--- config.mk ---
export PLATFORM = sky130hd
export DESIGN_NAME = usb_transfer_status_fifo
export DESIGN_NICKNAME = d
export VERILOG_FILES = /design/src/hw/xfer_status_pkg.sv /design/src/hw/record_fifo.sv /design/src/hw/usb_transfer_status_fifo.sv
export SDC_FILE = /design/constraint.sdc
export NUM_CORES = 1
export LEC_CHECK = 0
export BUFFER_PORTS_ARGS = -buffer_cell sky130_fd_sc_hd__buf_2
export CORE_MARGIN = 3
export CORE_UTILIZATION = 45
export DETAILED_ROUTE_END_ITERATION = 10
export HOLD_SLACK_MARGIN = 0.06
export PLACE_DENSITY = 0.74
export SLEW_MARGIN = 20
export SYNTH_ARGS = -nofsm -noshare
export SYNTH_HDL_FRONTEND = slang
export SYNTH_SLANG_ARGS = --single-unit
--- constraint.sdc ---
create_clock -name clock -period 3.61 [get_ports clock]
set_clock_uncertainty 0.2 [all_clocks]
set_input_delay 0.361 -clock clock [delete_from_list [all_inputs] [get_ports clock]]
set_output_delay 0.361 -clock clock [all_outputs]
set_load 0.005 [all_outputs]
--- src/hw/xfer_status_pkg.sv ---
// Constants and types for the transfer status queue
// Functional notes
// - Status bits 7..4 show the head record's endpoint number, 0 to 15.
// - Status bit 3 is one for a transmit transfer, zero for receive.
// - Status bit 2 is one for the odd descriptor bank, zero for even.
// - Status bits 31..8 and 1..0 always read as zero.
// - Records queue first-in first-out, four deep; only the oldest is shown.
// - Clearing the transfer-complete flag pops the oldest record.
package xfer_status_pkg;
   localparam int         DATA_W         = 32;
   localparam int         ADDR_W         = 4;
   localparam int         FIFO_DEPTH     = 4;
   localparam int         EP_W           = 4;
   localparam int         REC_W          = 6;
   localparam int         EP_LSB         = 4;
   localparam int         DIR_BIT        = 3;
   localparam int         BANK_BIT       = 2;
   localparam int         FLAG_W         = 8;
   localparam int         REC_DIR_POS    = 1;
   localparam int         REC_BANK_POS   = 0;
   localparam int         TRN_FLAG_BIT   = 3;
   localparam int         OVF_FLAG_BIT   = 0;
   localparam logic [3:0] ADDR_STATUS    = 4'h0;
   localparam logic [3:0] ADDR_FLAGS     = 4'h4;
   localparam logic [3:0] ADDR_MASK      = 4'h8;
   localparam logic [3:0] ADDR_COUNT     = 4'hc;
   localparam logic [7:0] MASK_RESET     = 8'h00;
   localparam logic [7:0] FLAG_USED      = 8'h09;
endpackage

--- src/hw/record_fifo.sv ---
// Small synchronous record queue with honest full and empty
`timescale 1ns/100ps
module record_fifo #(
   parameter int WIDTH = 6,
   parameter int DEPTH = 4
) (
   // Clock and reset
   input  wire logic              clock,
   input  wire logic              sys_rst,
   // Fill side
   input  wire logic              push_valid,
   output logic                   push_ready,
   input  wire logic [WIDTH-1:0]  push_data,
   // Drain side
   output logic                   pop_valid,
   input  wire logic              pop_ready,
   output logic [WIDTH-1:0]       pop_data,
   output logic [$clog2(DEPTH):0] level
);
   localparam int PW = $clog2(DEPTH);
   logic [WIDTH-1:0] mem_q [DEPTH];
   logic [WIDTH-1:0] mem_d [DEPTH];
   logic [PW-1:0]    wr_q, wr_d, rd_q, rd_d;
   logic [PW:0]      cnt_q, cnt_d;
   logic             do_push, do_pop;

   function automatic logic [PW-1:0] next_ptr(input logic [PW-1:0] p);
      next_ptr = (p == PW'(DEPTH - 1)) ? '0 : p + 1'b1;
   endfunction

   assign push_ready = (cnt_q != (PW+1)'(DEPTH));
   assign pop_valid  = (cnt_q != '0);
   assign pop_data   = mem_q[rd_q];
   assign level      = cnt_q;
   assign do_push    = push_valid && push_ready;
   assign do_pop     = pop_valid && pop_ready;

   always_comb begin
      mem_d = mem_q;
      wr_d  = wr_q;
      rd_d  = rd_q;
      cnt_d = cnt_q;
      if (do_push) begin
         mem_d[wr_q] = push_data;
         wr_d        = next_ptr(wr_q);
      end
      if (do_pop) begin
         rd_d = next_ptr(rd_q);
      end
      case ({do_push, do_pop})
         2'b10:   cnt_d = cnt_q + 1'b1;
         2'b01:   cnt_d = cnt_q - 1'b1;
         default: cnt_d = cnt_q;
      endcase
   end

   always_ff @(posedge clock) begin
      if (sys_rst) begin
         wr_q  <= '0;
         rd_q  <= '0;
         cnt_q <= '0;
         for (int i = 0; i < DEPTH; i++) begin
            mem_q[i] <= '0;
         end
      end else begin
         wr_q  <= wr_d;
         rd_q  <= rd_d;
         cnt_q <= cnt_d;
         mem_q <= mem_d;
      end
   end
endmodule

--- src/hw/usb_transfer_status_fifo.sv ---
// Transfer status queue with register port and interrupt
`timescale 1ns/100ps
module usb_transfer_status_fifo #(
   parameter int DEPTH = xfer_status_pkg::FIFO_DEPTH
) (
   // Clock and reset
   input  wire logic                                clock,
   input  wire logic                                sys_rst,
   // Register port
   input  wire logic [xfer_status_pkg::ADDR_W-1:0]  reg_addr,
   input  wire logic [xfer_status_pkg::DATA_W-1:0]  reg_wdata,
   input  wire logic                                reg_write,
   input  wire logic                                reg_read,
   output logic [xfer_status_pkg::DATA_W-1:0]       reg_rdata,
   // Transaction engine side
   input  wire logic                                xfer_done,
   input  wire logic [xfer_status_pkg::EP_W-1:0]    xfer_endpoint,
   input  wire logic                                xfer_transmit,
   input  wire logic                                xfer_odd_bank,
   output logic                                     xfer_ready,
   // Status outputs
   output logic                                     transfer_complete_flag,
   output logic                                     irq
);
   import xfer_status_pkg::*;

   // Width of the record count
   localparam int CNT_W = $clog2(DEPTH) + 1;

   // Record from the transaction engine
   logic [REC_W-1:0]        push_rec;
   logic                    push_drop;
   // Head of the queue
   logic [REC_W-1:0]        head_rec;
   logic                    head_valid;
   logic [EP_W-1:0]         head_endpoint;
   logic                    head_transmit;
   logic                    head_odd_bank;
   logic [DATA_W-1:0]       head_status;
   logic [CNT_W-1:0]        level;
   // Register port decode
   logic                    rd_status;
   logic                    rd_flags;
   logic                    rd_mask;
   logic                    rd_count;
   logic                    wr_flags;
   logic                    wr_mask;
   logic                    pop_req;
   // Interrupt state
   logic [FLAG_W-1:0]       flags;
   logic [FLAG_W-1:0]       mask_q;
   logic [FLAG_W-1:0]       mask_d;
   logic                    ovf_q;
   logic                    ovf_d;
   // Read data register
   logic [DATA_W-1:0]       rdata_q;
   logic [DATA_W-1:0]       rdata_d;

   // True when a strobe hits one register offset
   function automatic logic addr_hit(input logic              strobe,
                                     input logic [ADDR_W-1:0] addr,
                                     input logic [ADDR_W-1:0] target);
      addr_hit = strobe && (addr == target);
   endfunction

   // Packs the engine's report into one queue record
   function automatic logic [REC_W-1:0] pack_record(input logic [EP_W-1:0] endpoint,
                                                    input logic            transmit,
                                                    input logic            odd_bank);
      logic [REC_W-1:0] rec;
      rec                  = '0;
      rec[REC_W-1 -: EP_W] = endpoint;
      rec[REC_DIR_POS]     = transmit;
      rec[REC_BANK_POS]    = odd_bank;
      pack_record = rec;
   endfunction

   // Status word; pad bits and an empty queue read as zero
   function automatic logic [DATA_W-1:0] status_word(input logic            valid,
                                                     input logic [EP_W-1:0] endpoint,
                                                     input logic            transmit,
                                                     input logic            odd_bank);
      logic [DATA_W-1:0] word;
      word = '0;
      if (valid) begin
         word[EP_LSB +: EP_W] = endpoint;
         word[DIR_BIT]        = transmit;
         word[BANK_BIT]       = odd_bank;
      end
      status_word = word;
   endfunction

   // Flag byte: live transfer bit and sticky overflow
   function automatic logic [FLAG_W-1:0] flag_byte(input logic waiting,
                                                   input logic dropped);
      logic [FLAG_W-1:0] value;
      value               = '0;
      value[TRN_FLAG_BIT] = waiting;
      value[OVF_FLAG_BIT] = dropped;
      flag_byte = value;
   endfunction

   // Zero-extends a flag-wide register into a bus word
   function automatic logic [DATA_W-1:0] byte_word(input logic [FLAG_W-1:0] value);
      byte_word = {{(DATA_W - FLAG_W){1'b0}}, value};
   endfunction

   // Zero-extends the record count into a bus word
   function automatic logic [DATA_W-1:0] count_word(input logic [CNT_W-1:0] value);
      count_word = {{(DATA_W - CNT_W){1'b0}}, value};
   endfunction

   // Offsets not decoded read as zero and ignore writes
   assign rd_status = addr_hit(reg_read, reg_addr, ADDR_STATUS);
   assign rd_flags  = addr_hit(reg_read, reg_addr, ADDR_FLAGS);
   assign rd_mask   = addr_hit(reg_read, reg_addr, ADDR_MASK);
   assign rd_count  = addr_hit(reg_read, reg_addr, ADDR_COUNT);
   assign wr_flags  = addr_hit(reg_write, reg_addr, ADDR_FLAGS);
   assign wr_mask   = addr_hit(reg_write, reg_addr, ADDR_MASK);

   // Record pushed on every completed transfer that finds room in the queue
   assign push_rec  = pack_record(xfer_endpoint,
                                  xfer_transmit,
                                  xfer_odd_bank);
   // A report that finds the queue full is dropped and flagged
   assign push_drop = xfer_done && !xfer_ready;

   record_fifo #(
      .WIDTH (REC_W),
      .DEPTH (DEPTH)
   ) u_queue (
      // Clock and reset
      .clock      (clock),
      .sys_rst    (sys_rst),
      // Fill side
      .push_valid (xfer_done),
      .push_ready (xfer_ready),
      .push_data  (push_rec),
      // Drain side
      .pop_valid  (head_valid),
      .pop_ready  (pop_req),
      .pop_data   (head_rec),
      .level      (level)
   );

   // Fields of the oldest record
   assign head_endpoint = head_rec[REC_W-1 -: EP_W];
   assign head_transmit = head_rec[REC_DIR_POS];
   assign head_odd_bank = head_rec[REC_BANK_POS];
   assign head_status   = status_word(head_valid,
                                      head_endpoint,
                                      head_transmit,
                                      head_odd_bank);

   // Flag follows the queue, so it stays up while records wait
   assign transfer_complete_flag = head_valid;

   // Writing one to the flag bit pops the head record
   assign pop_req = wr_flags && reg_wdata[TRN_FLAG_BIT];

   assign flags = flag_byte(head_valid, ovf_q);

   // Level interrupt from the flag byte and its mask
   assign irq = |(flags & mask_q);

   // Interrupt mask; only defined flag bits can be enabled
   always_comb begin
      mask_d = mask_q;
      if (wr_mask) begin
         mask_d = reg_wdata[FLAG_W-1:0] & FLAG_USED;
      end
   end

   // Mask resets to all sources disabled
   always_ff @(posedge clock) begin
      if (sys_rst) begin
         mask_q <= MASK_RESET;
      end else begin
         mask_q <= mask_d;
      end
   end

   // Sticky overflow; a read of the flag register clears it, a new drop in that cycle wins
   always_comb begin
      ovf_d = ovf_q;
      if (rd_flags) begin
         ovf_d = 1'b0;
      end
      if (push_drop) begin
         ovf_d = 1'b1;
      end
   end

   always_ff @(posedge clock) begin
      if (sys_rst) begin
         ovf_q <= 1'b0;
      end else begin
         ovf_q <= ovf_d;
      end
   end

   // Read data stands for the cycle after the strobe, zero otherwise
   always_comb begin
      rdata_d = '0;
      if (rd_status) begin
         rdata_d = head_status;
      end else if (rd_flags) begin
         rdata_d = byte_word(flags);
      end else if (rd_mask) begin
         rdata_d = byte_word(mask_q);
      end else if (rd_count) begin
         rdata_d = count_word(level);
      end
   end

   assign reg_rdata = rdata_q;

   always_ff @(posedge clock) begin
      if (sys_rst) begin
         rdata_q <= '0;
      end else begin
         rdata_q <= rdata_d;
      end
   end
endmodule

# Word level (Yosys, flattened, before mapping)
# Cells that the tools add are included.
# word_totals
elab_cells,67
regBits,66
out_inout_bits,35
inputBits,47
# classes
mux,16
n_reduce_logical,20
n_lt_le_gt_ge,3
n_eq_ne,8
n_bitwise,3
add_sub_neg,4
# ops
op,count
$bwmux W24,1
$mux W6,4
$bmux W6 S2,1
$demux W6 S2,1
$logic_and A1 B1 Y1,11
$eq A4 B4 Y1 const B,2
$mux W4,2
$mux W8,1
$reduce_or A8 Y1,1
$eq A2 B2 Y1 const B,3
$ge A3 B3 Y1 const B,2
$not A2 Y3,2
$pmux W3 S2,1
$add A2 B1 Y2 const B,2
$and A4 B4 Y4,1
$eq A4 B3 Y1 const B,1
$logic_not A4 Y1,1
$mux W2,2
$reduce_bool A2 Y1,2
$reduce_or A4 Y1,1
$add A3 B1 Y3 const B,1
$lt A3 B1 Y1 const B,1
$mux W3,1
$ne A3 B3 Y1 const B,1
other kinds (7),8

# Longest topological paths before layout
# Gate-level depths: netlist of the first run.
# logic_depth
ltp_word,6
mapped_depth,9
ltp_nobuf,8

# Modules after synthesis
# From an unflattened synthesis of the first run, not the netlist that was laid out.
# hier_totals
hier_cells,213
hier_area_um2,2183.3
# by_module_without_submodules
mod,area_each_um2,instances,cells_each
record_fifo,1549.0,1,143
usb_transfer_status_fifo,634.4,1,70

# Least setup slack after synthesis of the first run
# No wires, ideal clock.
# synth_path
path_type,input port to flip-flop
from,input reg_addr[1] in the netlist's numbering
to,"register u_queue.cnt_q[2], in the netlist u_queue.level[2]"
path_slack_ns,1.157
required_ns,3.340
arrival_ns,2.183
setup_ns,0.070
stages,8
cell_sequence,or3b_2 -> nor3_1 -> ha_1 -> inv_1 -> fa_1 -> xor2_1 -> or3_1 -> a21oi_1
# synth_via
elab_chain_len,6
word_cells_on_any_way,8
classes_between,3 x eq/ne; 1 x mux; 4 x reduce/logical
# synth_rtl
element,line_no,text
start: declaration,usb_transfer_status_fifo.sv:10,"input wire logic [xfer_status_pkg::ADDR_W-1:0] reg_addr,"
$eq A4 B3 Y1 (*),usb_transfer_status_fifo.sv:63,addr_hit = strobe && (addr == target);
$logic_and A1 B1 Y1 (*),usb_transfer_status_fifo.sv:63,
$logic_and A1 B1 Y1 (*),usb_transfer_status_fifo.sv:159,assign pop_req = wr_flags && reg_wdata[TRN_FLAG_BIT];
$logic_and A1 B1 Y1 (*),record_fifo.sv:36,assign do_pop = pop_valid && pop_ready;
net u_queue.do_pop,record_fifo.sv:25,"logic do_push, do_pop;"
$eq A2 B1 Y1 / $eq A2 B2 Y1 (equally long branches),record_fifo.sv:50,"case ({do_push, do_pop})"
$pmux W3 S2 / $reduce_bool A2 Y1 (equally long branches),n/a,
end signal: assignment,record_fifo.sv:68,cnt_q <= cnt_d;
end: declaration,record_fifo.sv:24,"logic [PW:0] cnt_q, cnt_d;"
# Mark *: on every way through the listed nets, which the timed path passes. The rest lies on a longest branch.
# A chain may end at the register's enable or synchronous reset.

# Worst setup path after layout of the first run
# layout_path
from,"register u_queue.cnt_q[2], in the netlist u_queue.level[2]"
to,"register u_queue.cnt_q[2], in the netlist u_queue.level[2]"
# layout_via
elab_chain_len,4
word_cells_on_any_way,10
classes_between,2 x add/sub; 3 x eq/ne; 1 x mux; 4 x reduce/logical
# layout_rtl
element,line_no
$ne A3 B3 Y1 / $reduce_bool A3 Y1 (equally long branches),"record_fifo.sv:31, record_fifo.sv:32"
$logic_and A1 B1 Y1 (on tied branches),"record_fifo.sv:35, record_fifo.sv:36"
$eq A2 B1 Y1 / $eq A2 B2 Y1 (equally long branches),record_fifo.sv:50
$pmux W3 S2 / $reduce_bool A2 Y1 (equally long branches),n/a
# Parallel ways exist; a longest one is shown, timed or not.

==> results by group, run 1 <==
Finish
  – NumNets Final: 298
  – Layout cells sized above 1: 0.2041
  – Final Non-Filler Cells: 310
  – Final instance area: 0.002371 mm2
  – Diode count: 0
  – Area grow syn2layout: 7.244%

Placement
  – Dpl hpwl: 2840 um
  – Placed cell count: 302
  – Port-buffer cells: 27
  – Global placement routability congestion: 0.7211
  – Placed cell areas: 0.002281 mm2

Clock tree
  – Total CTS buffers: 5
  – Cts hold-fix bufs: 0
  – H-tree levels: 2
  – Cts repair resizes: 0
  – Clock tree root driver cell: clkbuf_8
  – CTS tree: done
  – Clk sinks: 42
  – CTS max path bufs: 2
  – Clock transition at the registers of the reported paths: 80 ps
  – Worst skew pair latency: 290 ps
  – Post-CTS Setup Bufs: 0

Synth
  – Yosys warnings: 0
  – Cell area after synthesis: 0.002211 mm2
  – Post-synth EDFFs: 0
  – Synth area leader: dfxtp_1
  – Top cells by area, synth: dfxtp_1, mux2i_1, nand2b_1, buf_4, mux4_2
  – Distinct cells, synth: 40
  – Most instantiated cells after synthesis: dfxtp_1, nand2b_1, buf_4
  – Most common cell in the netlist: dfxtp_1
  – Synth top area share: 0.3803
  – Asr flop ratio synth: 0
  – Yosys reg bits: 42
  – Ys flop type: dfxtp_1
  – Post-Synthesis Cells: 222
  – Syn avg cell area: 9.959 um2
  – Seq/Total Area, Yosys: 0.3803

Global routing
  – Vias in the first global route: around 1,500
  – GR Util All Layers: 0.1450
  – Overflow after GRT: 0
  – Initial antenna violation count: 0
  – First-pass GRT wire length: 6782 um
  – Pin count of the biggest net entering global routing: 43

Detailed routing
  – DRC Markers: 0
  – Drt first pass iters: 4
  – Drt wl/cell: 12.84 um
  – Initial detailed-routing violation count: 96
  – Via/cell ratio: 4.858
  – Total wire length: about 4000 um
  – Vias: 1,506
  – Post-detailed-route count of antenna-violating nets: 0

STA
  – F_max: 0.3869 GHz
  – Tightest Pin Transition: 595.9 ps
  – Crit share post-route: 0.7160
  – Hold Fails Final Rpt: 0
  – Unrepaired setup endpoints after global routing: false
  – Max Slew Vio Count: 0
  – Final hold slack: 126.7 ps
  – Setup TNS: 0 ps
  – Relative slew slack: 0.6027
  – Setup-failing EPs final: 0
  – Tmin final: 2585 ps

Pwr
  – Worst vdd ir: 190.0 uV
  – Clock Power Share: 0.338
  – Sw power: 239.5 uW
  – Reg power frac: 0.544
  – Leak: 0.001025 uW
  – Final Power: 898.6 uW
  – Internal: 659.1 uW
  – Logic pwr share: 0.118
  – Net Sw Frac: 0.2666
  – Cell Pwr Density: between 300 and 400 mW/mm2

Die
  – Cell Rows: 24
  – Die ar.: 0.005790 mm2
  – DIE WIDTH: 76.10 um
  – Die Span Y: between 70 and 80 um
  – Starting Density: 0.4876
  – Core area: roughly 0.0045 mm2
  – I/O pin count: 82

Setup path
  – Worst path cell trace: or3b_1 -> nand2_1 -> ha_1 -> inv_1 -> fa_1 -> xor2_1 -> or3_1 -> a21oi_1
  – Worst Setup End Kind: flip-flop
  – Startpoint types: flip-flop
  – CP required: 3630 ps
  – Critical path's slowest cell: or3b_1
  – Critical path fanouts, max: 10
  – Critical path type: reg -> reg
  – Worst EP arrival: 2610 ps
  – Max incr delay on CP: ~540 ps

Min path
  – Hold crit path type: in -> reg

Run status
  – Status: finished clean

Flow run
  – Maxcap violations: 0
==> worst paths after layout <==
path | cells past startpoint | startpoint | endpoint | slack, ps
worst min-delay path | 3 | reg_wdata[0] | mask_q[0] | 130
worst min register to register | 2 | u_queue.mem_q[11] | u_queue.mem_q[11] | 280
worst max-delay path | 8 | u_queue.level[2] | u_queue.level[2] | 1030
worst max register to register | 8 | u_queue.level[2] | u_queue.level[2] | 1030
==> power by group through the flow <==
stage | sequential [uW] | clock, uW | combinational (uW)
4_1_cts | 489 | 310 | 106
2_1_floorplan | 497 | 0 | 97.8
3_3_place_gp | 500 | 0 | 102
3_5_place_dp | 500 | 0 | 105
6_report | 489 | 304 | 106
5_1_grt | 491 | 332 | 118
==> worst max-delay path: cells and delay by family (launching register included) <==
| kind | cells | cell delay [ps] |
|---|---|---|
| flip-flops | 1 | 430 |
| buffers and inverters | 1 | 60 |
| XOR/XNOR | 1 | 160 |
| adder cells (fa/ha/maj) | 2 | 570 |
| AO/OA/AOI/OAI | 1 | 130 |
| AND/OR/NAND/NOR | 3 | 970 |
==> stage by stage <==
stage,util,worst slack (ps)
floorplan,-,1157
global placement,0.5030,910.0
detailed placement,0.5030,873.4
CTS,0.5229,1002
global route,0.5229,859.2
finish,0.5229,1025
==> layout by cell type, fill, tap and decap left out, drive strengths merged <==
master and instances:
dfxtp 42, nand2b 32, buf 27, mux2i 25, conb 24, a21oi 10
nand3 9, inv 8, nor2 7, ha 6, nor2b 5, mux4 5
clkbuf 5, nand4 4, o21ai 4, o31ai 3, nand3b 2, nand2 2
a21o 2, nor3b 2, mux2 2, xor2 2, nor3 2, or3b 2
clkinv 2, a22o 1, and3 1, or4b 1, or4 1, a211o 1
nor4b 1, and3b 1, o41ai 1, or3 1, fa 1, clkinvlp 1
==> registers in the layout, indices dropped and copies added, names as in the netlist <==
signal and count:
mask_q 2, ovf_q 1, reg_rdata 8, u_queue.level 3
u_queue.mem_q 24, u_queue.rd_q 2, u_queue.wr_q 2
==> routing by layer <==
metal,wire (um),vias to the layer above,global-route usage
met4,88,0,0.07246
met3,162,9,0.03073
li1,-,759,-
met1,1866,695,0.1873
met5,0,-,0
met2,1864,43,0.2296
==> logic make-up (layout without fill, tap and decap cells) <==
logic type	count (synthesis)	after routing	synth area share
and+or+nand+nor	73	73	0.2117
buffers and inverters	43	43	0.1188
DFF	42	42	0.3803
muxes	32	32	0.1743
AOI/OAI and AO/OA	22	22	0.06225
adders and majority gates	7	7	0.04301
xor gates and xnor gates	2	2	0.007924
other	1	24	0.001696
==> layout make-up <==
| cell class | count | area [um2] |
|---|---|---|
| clock buffers | 5 | 68.82 |
| clock inverters | 3 | 21.27 |
| fillers | 410 | 2163 |
| inverters | 8 | 30.03 |
| multi-input cells | 160 | 1194 |
| flip-flops and latches | 42 | 840.8 |
| well taps | 65 | 81.33 |
| repair buffers | 27 | 135.1 |
(Power assumes the default switching activity.)
==> inputs of run 2 (changes only) <==
--- a/config.mk
+++ b/config.mk
@@ -7,10 +7,10 @@
 export LEC_CHECK = 0
 export BUFFER_PORTS_ARGS = -buffer_cell sky130_fd_sc_hd__buf_2
 export CORE_MARGIN = 3
-export CORE_UTILIZATION = 45
+export CORE_UTILIZATION = 44
 export DETAILED_ROUTE_END_ITERATION = 10
 export HOLD_SLACK_MARGIN = 0.06
-export PLACE_DENSITY = 0.74
+export PLACE_DENSITY = 0.75
 export SLEW_MARGIN = 20
 export SYNTH_ARGS = -nofsm -noshare
 export SYNTH_HDL_FRONTEND = slang
==> constraint.sdc (replaced) <==
create_clock -name clock -period 2.3 [get_ports clock]
set_clock_uncertainty 0.2 [all_clocks]
set_input_delay 0.23 -clock clock [delete_from_list [all_inputs] [get_ports clock]]
set_output_delay 0.23 -clock clock [all_outputs]
set_load 0.005 [all_outputs]
==> run 2 against run 1 <==
Compared with the run above: first-iteration DRC count is 19% lower; global-route usage increased by 0.22 points; combinational power up 83%; via count increased by 6.5%; register-to-register slack lost 960 ps; critical path depth did not move; core utilization up 1.6 points; design area rose by 8.8%; sequential cell count did not move; maximum frequency increased by 16%; critical endpoint unchanged.
==> results by group, run 2 (same netlist as run 1, synthesis figures left out) <==
Finish
  – Area grow syn2layout: 16.69% (was 7.244%)
  – Core Util, Final: 0.5391 (was 0.5229)
  – Max reg flops: 24 (unchanged)
  – NumNets Final: 313 (was 298)
  – Layout cells sized above 1: 0.2692 (was 0.2041)
  – Commonest cells after routing, fill and taps aside: dfxtp_1, nand2b_1, buf_2, mux2i_1, conb_1 (unchanged)
  – Biggest register: u_queue.mem_q (unchanged)
  – Diode count: 0 (unchanged)
  – Most common cell after layout, fill and taps aside: dfxtp_1 (unchanged)
  – Final Non-Filler Cells: 327 (was 310)

Die
  – Die ar.: 0.005911 mm2 (was 0.005790 mm2)
  – DIE WIDTH: 76.89 um (was 76.10 um)
  – Starting Density: 0.4620 (was 0.4876)
  – Core area: 0.004786 mm2 (was 0.004534 mm2)
  – I/O pin count: 82 (unchanged)
  – Die Span Y: 76.89 um (was 76.10 um)
  – Cell Rows: 25 (was 24)

Pwr
  – Clock Power Share: 0.421 (was 0.338)
  – Worst vdd ir: 244.6 uV (was 190.0 uV)
  – Cell Pwr Density: 642.0 mW/mm2 (was 379.0 mW/mm2)
  – Leak: 0.001134 uW (was 0.001025 uW)
  – Logic pwr share: 0.117 (was 0.118)
  – Internal: 1274 uW (was 659.1 uW)
  – Reg power frac: 0.462 (was 0.544)
  – Net Sw Frac: 0.2309 (was 0.2666)
  – Sw power: 382.5 uW (was 239.5 uW)

STA
  – Unrepaired setup endpoints after global routing: true (was false)
  – Tightest Pin Transition: 559.4 ps (was 595.9 ps)
  – F_max: 0.4473 GHz (was 0.3869 GHz)
  – Tmin final: 2236 ps (was 2585 ps)
  – Relative slew slack: 0.6265 (was 0.6027)
  – Max Slew Vio Count: 0 (unchanged)
  – Crit share post-route: 0.9721 (was 0.7160)
  – Setup-failing EPs final: 0 (unchanged)
  – Final hold slack: 66.26 ps (was 126.7 ps)
  – Hold Fails Final Rpt: 0 (unchanged)

Detailed routing
  – Via/cell ratio: 4.905 (was 4.858)
  – Total wire length: 4255 um (was 3981 um)
  – Drt wl/cell: 13.01 um (was 12.84 um)
  – DRC Markers: 0 (unchanged)
  – Initial detailed-routing violation count: 78 (was 96)
  – Drt first pass iters: 4 (unchanged)
  – Vias: 1,604 (was 1,506)
  – Post-detailed-route count of antenna-violating nets: 0 (unchanged)

Placement
  – Port-buffer cells: 27 (unchanged)
  – Dpl hpwl: 2967 um (was 2840 um)
  – Global placement routability congestion: 0.7606 (was 0.7211)
  – Placed cell count: 315 (was 302)

Clock tree
  – Total CTS buffers: 5 (unchanged)
  – Clk sinks: 42 (unchanged)
  – CTS tree: done (unchanged)
  – Clock tree root driver cell: clkbuf_8 (unchanged)
  – CTS max path bufs: 2 (unchanged)
  – H-tree levels: 2 (unchanged)
  – Clock transition at the registers of the reported paths: 80 ps (about the same)
  – Worst skew pair latency: 290 ps (about the same)

Global routing
  – Pin count of the biggest net entering global routing: 42 (was 43)
  – First-pass GRT wire length: 6927 um (was 6782 um)
  – Vias in the first global route: 1,557 (was 1,467)
  – GR Util All Layers: 0.1472 (was 0.1450)
  – Initial antenna violation count: 0 (unchanged)
  – Overflow after GRT: 0 (unchanged)

Min path
  – Hold crit path type: in -> reg (unchanged)

Setup path
  – Worst Setup End Kind: flip-flop (unchanged)
  – Critical path type: reg -> reg (unchanged)
  – CP required: 2320 ps (was 3630 ps)
  – Startpoint types: flip-flop (unchanged)
  – Critical path fanouts, max: 4 (was 10)
  – Worst EP arrival: 2260 ps (was 2610 ps)

Run status
  – Status: finished clean (unchanged)

Flow run
  – Maxcap violations: 0 (unchanged)
## run 2: cell count changes in the layout (fill, tap and decap cells not counted), moves of 2 or more
| cell | before | now |
|---|---|---|
| bufinv_16 | 0 | 2 |
| buf_4 | 0 | 12 |
| dfxtp_1 | 42 | 40 |
| dfxtp_2 | 0 | 2 |
| dlygate4sd3_1 | 0 | 3 |
## run 2: path summary, 6_finish.rpt
path | startpoint | endpoint | slack (ps) | cells after the start
worst max-delay path | u_queue.level[2] | u_queue.level[2] | 60 | 8
worst min-delay path | xfer_endpoint[0] | u_queue.mem_q[14] | 70 | 3
worst max register to register | u_queue.level[2] | u_queue.level[2] | 60 | 8
worst min register to register | u_queue.mem_q[9] | u_queue.mem_q[9] | 270 | 2
## run 2: area by class of cell
class                   count  area (um2)
multi-input cells         160        1230
repair buffers             42       255.2
clock buffers               5       68.82
well taps                  67       83.83
clock inverters             3       68.82
fillers                   426        2206
flip-flops and latches     42       843.3
inverters                   8       30.03
## run 2: through the flow
| stage | instance area (um2) | setup TNS, ps | setup WS, ps | power (uW) |
|---|---|---|---|---|
| final | 2580 | 0 | 64.13 | 1656 |
| after global placement | 2377 | -114.6 | -114.6 | 958.1 |
| after global routing | 2580 | -21.91 | -21.91 | 1716 |
| after detailed placement | 2377 | -128.4 | -128.4 | 963.6 |
| after CTS | 2545 | 0 | 51.31 | 1663 |
| after floorplan | 2315 | 0 | 5.137 | 935.1 |
## run 2: timing repair
item | CTS | global route
endpoints found under the hold margin | 4 | 0
hold buffers | 3 | 0
endpoints found under the setup margin | 0 | 1
gates resized for setup | 0 | 7
setup buffers | 0 | 1
## run 2: critical path: stages, from the launching register on
cell	delay (ps)
dfxtp_2	360
or3b_4	400
nand2_4	80
ha_4	140
inv_2	40
fa_2	320
xor2_1	150
or3_1	370
a21oi_1	120
## run 2: power groups by stage
stage | logic, uW | registers [uW] | clock network (uW)
finish | 194 | 766 | 697
detailed placement | 182 | 782 | 0
global placement | 177 | 781 | 0
floorplan | 156 | 779 | 0
global route | 214 | 768 | 734
CTS | 187 | 765 | 712
## run 2: per-layer routing
layer | share of wire | vias to the layer above | track usage
li1 | - | 790 | -
met5 | 0 | - | 0
met4 | 0.020 | 0 | 0.07065
met2 | 0.49 | 46 | 0.2474
met1 | 0.45 | 758 | 0.1789
met3 | 0.045 | 10 | 0.03052
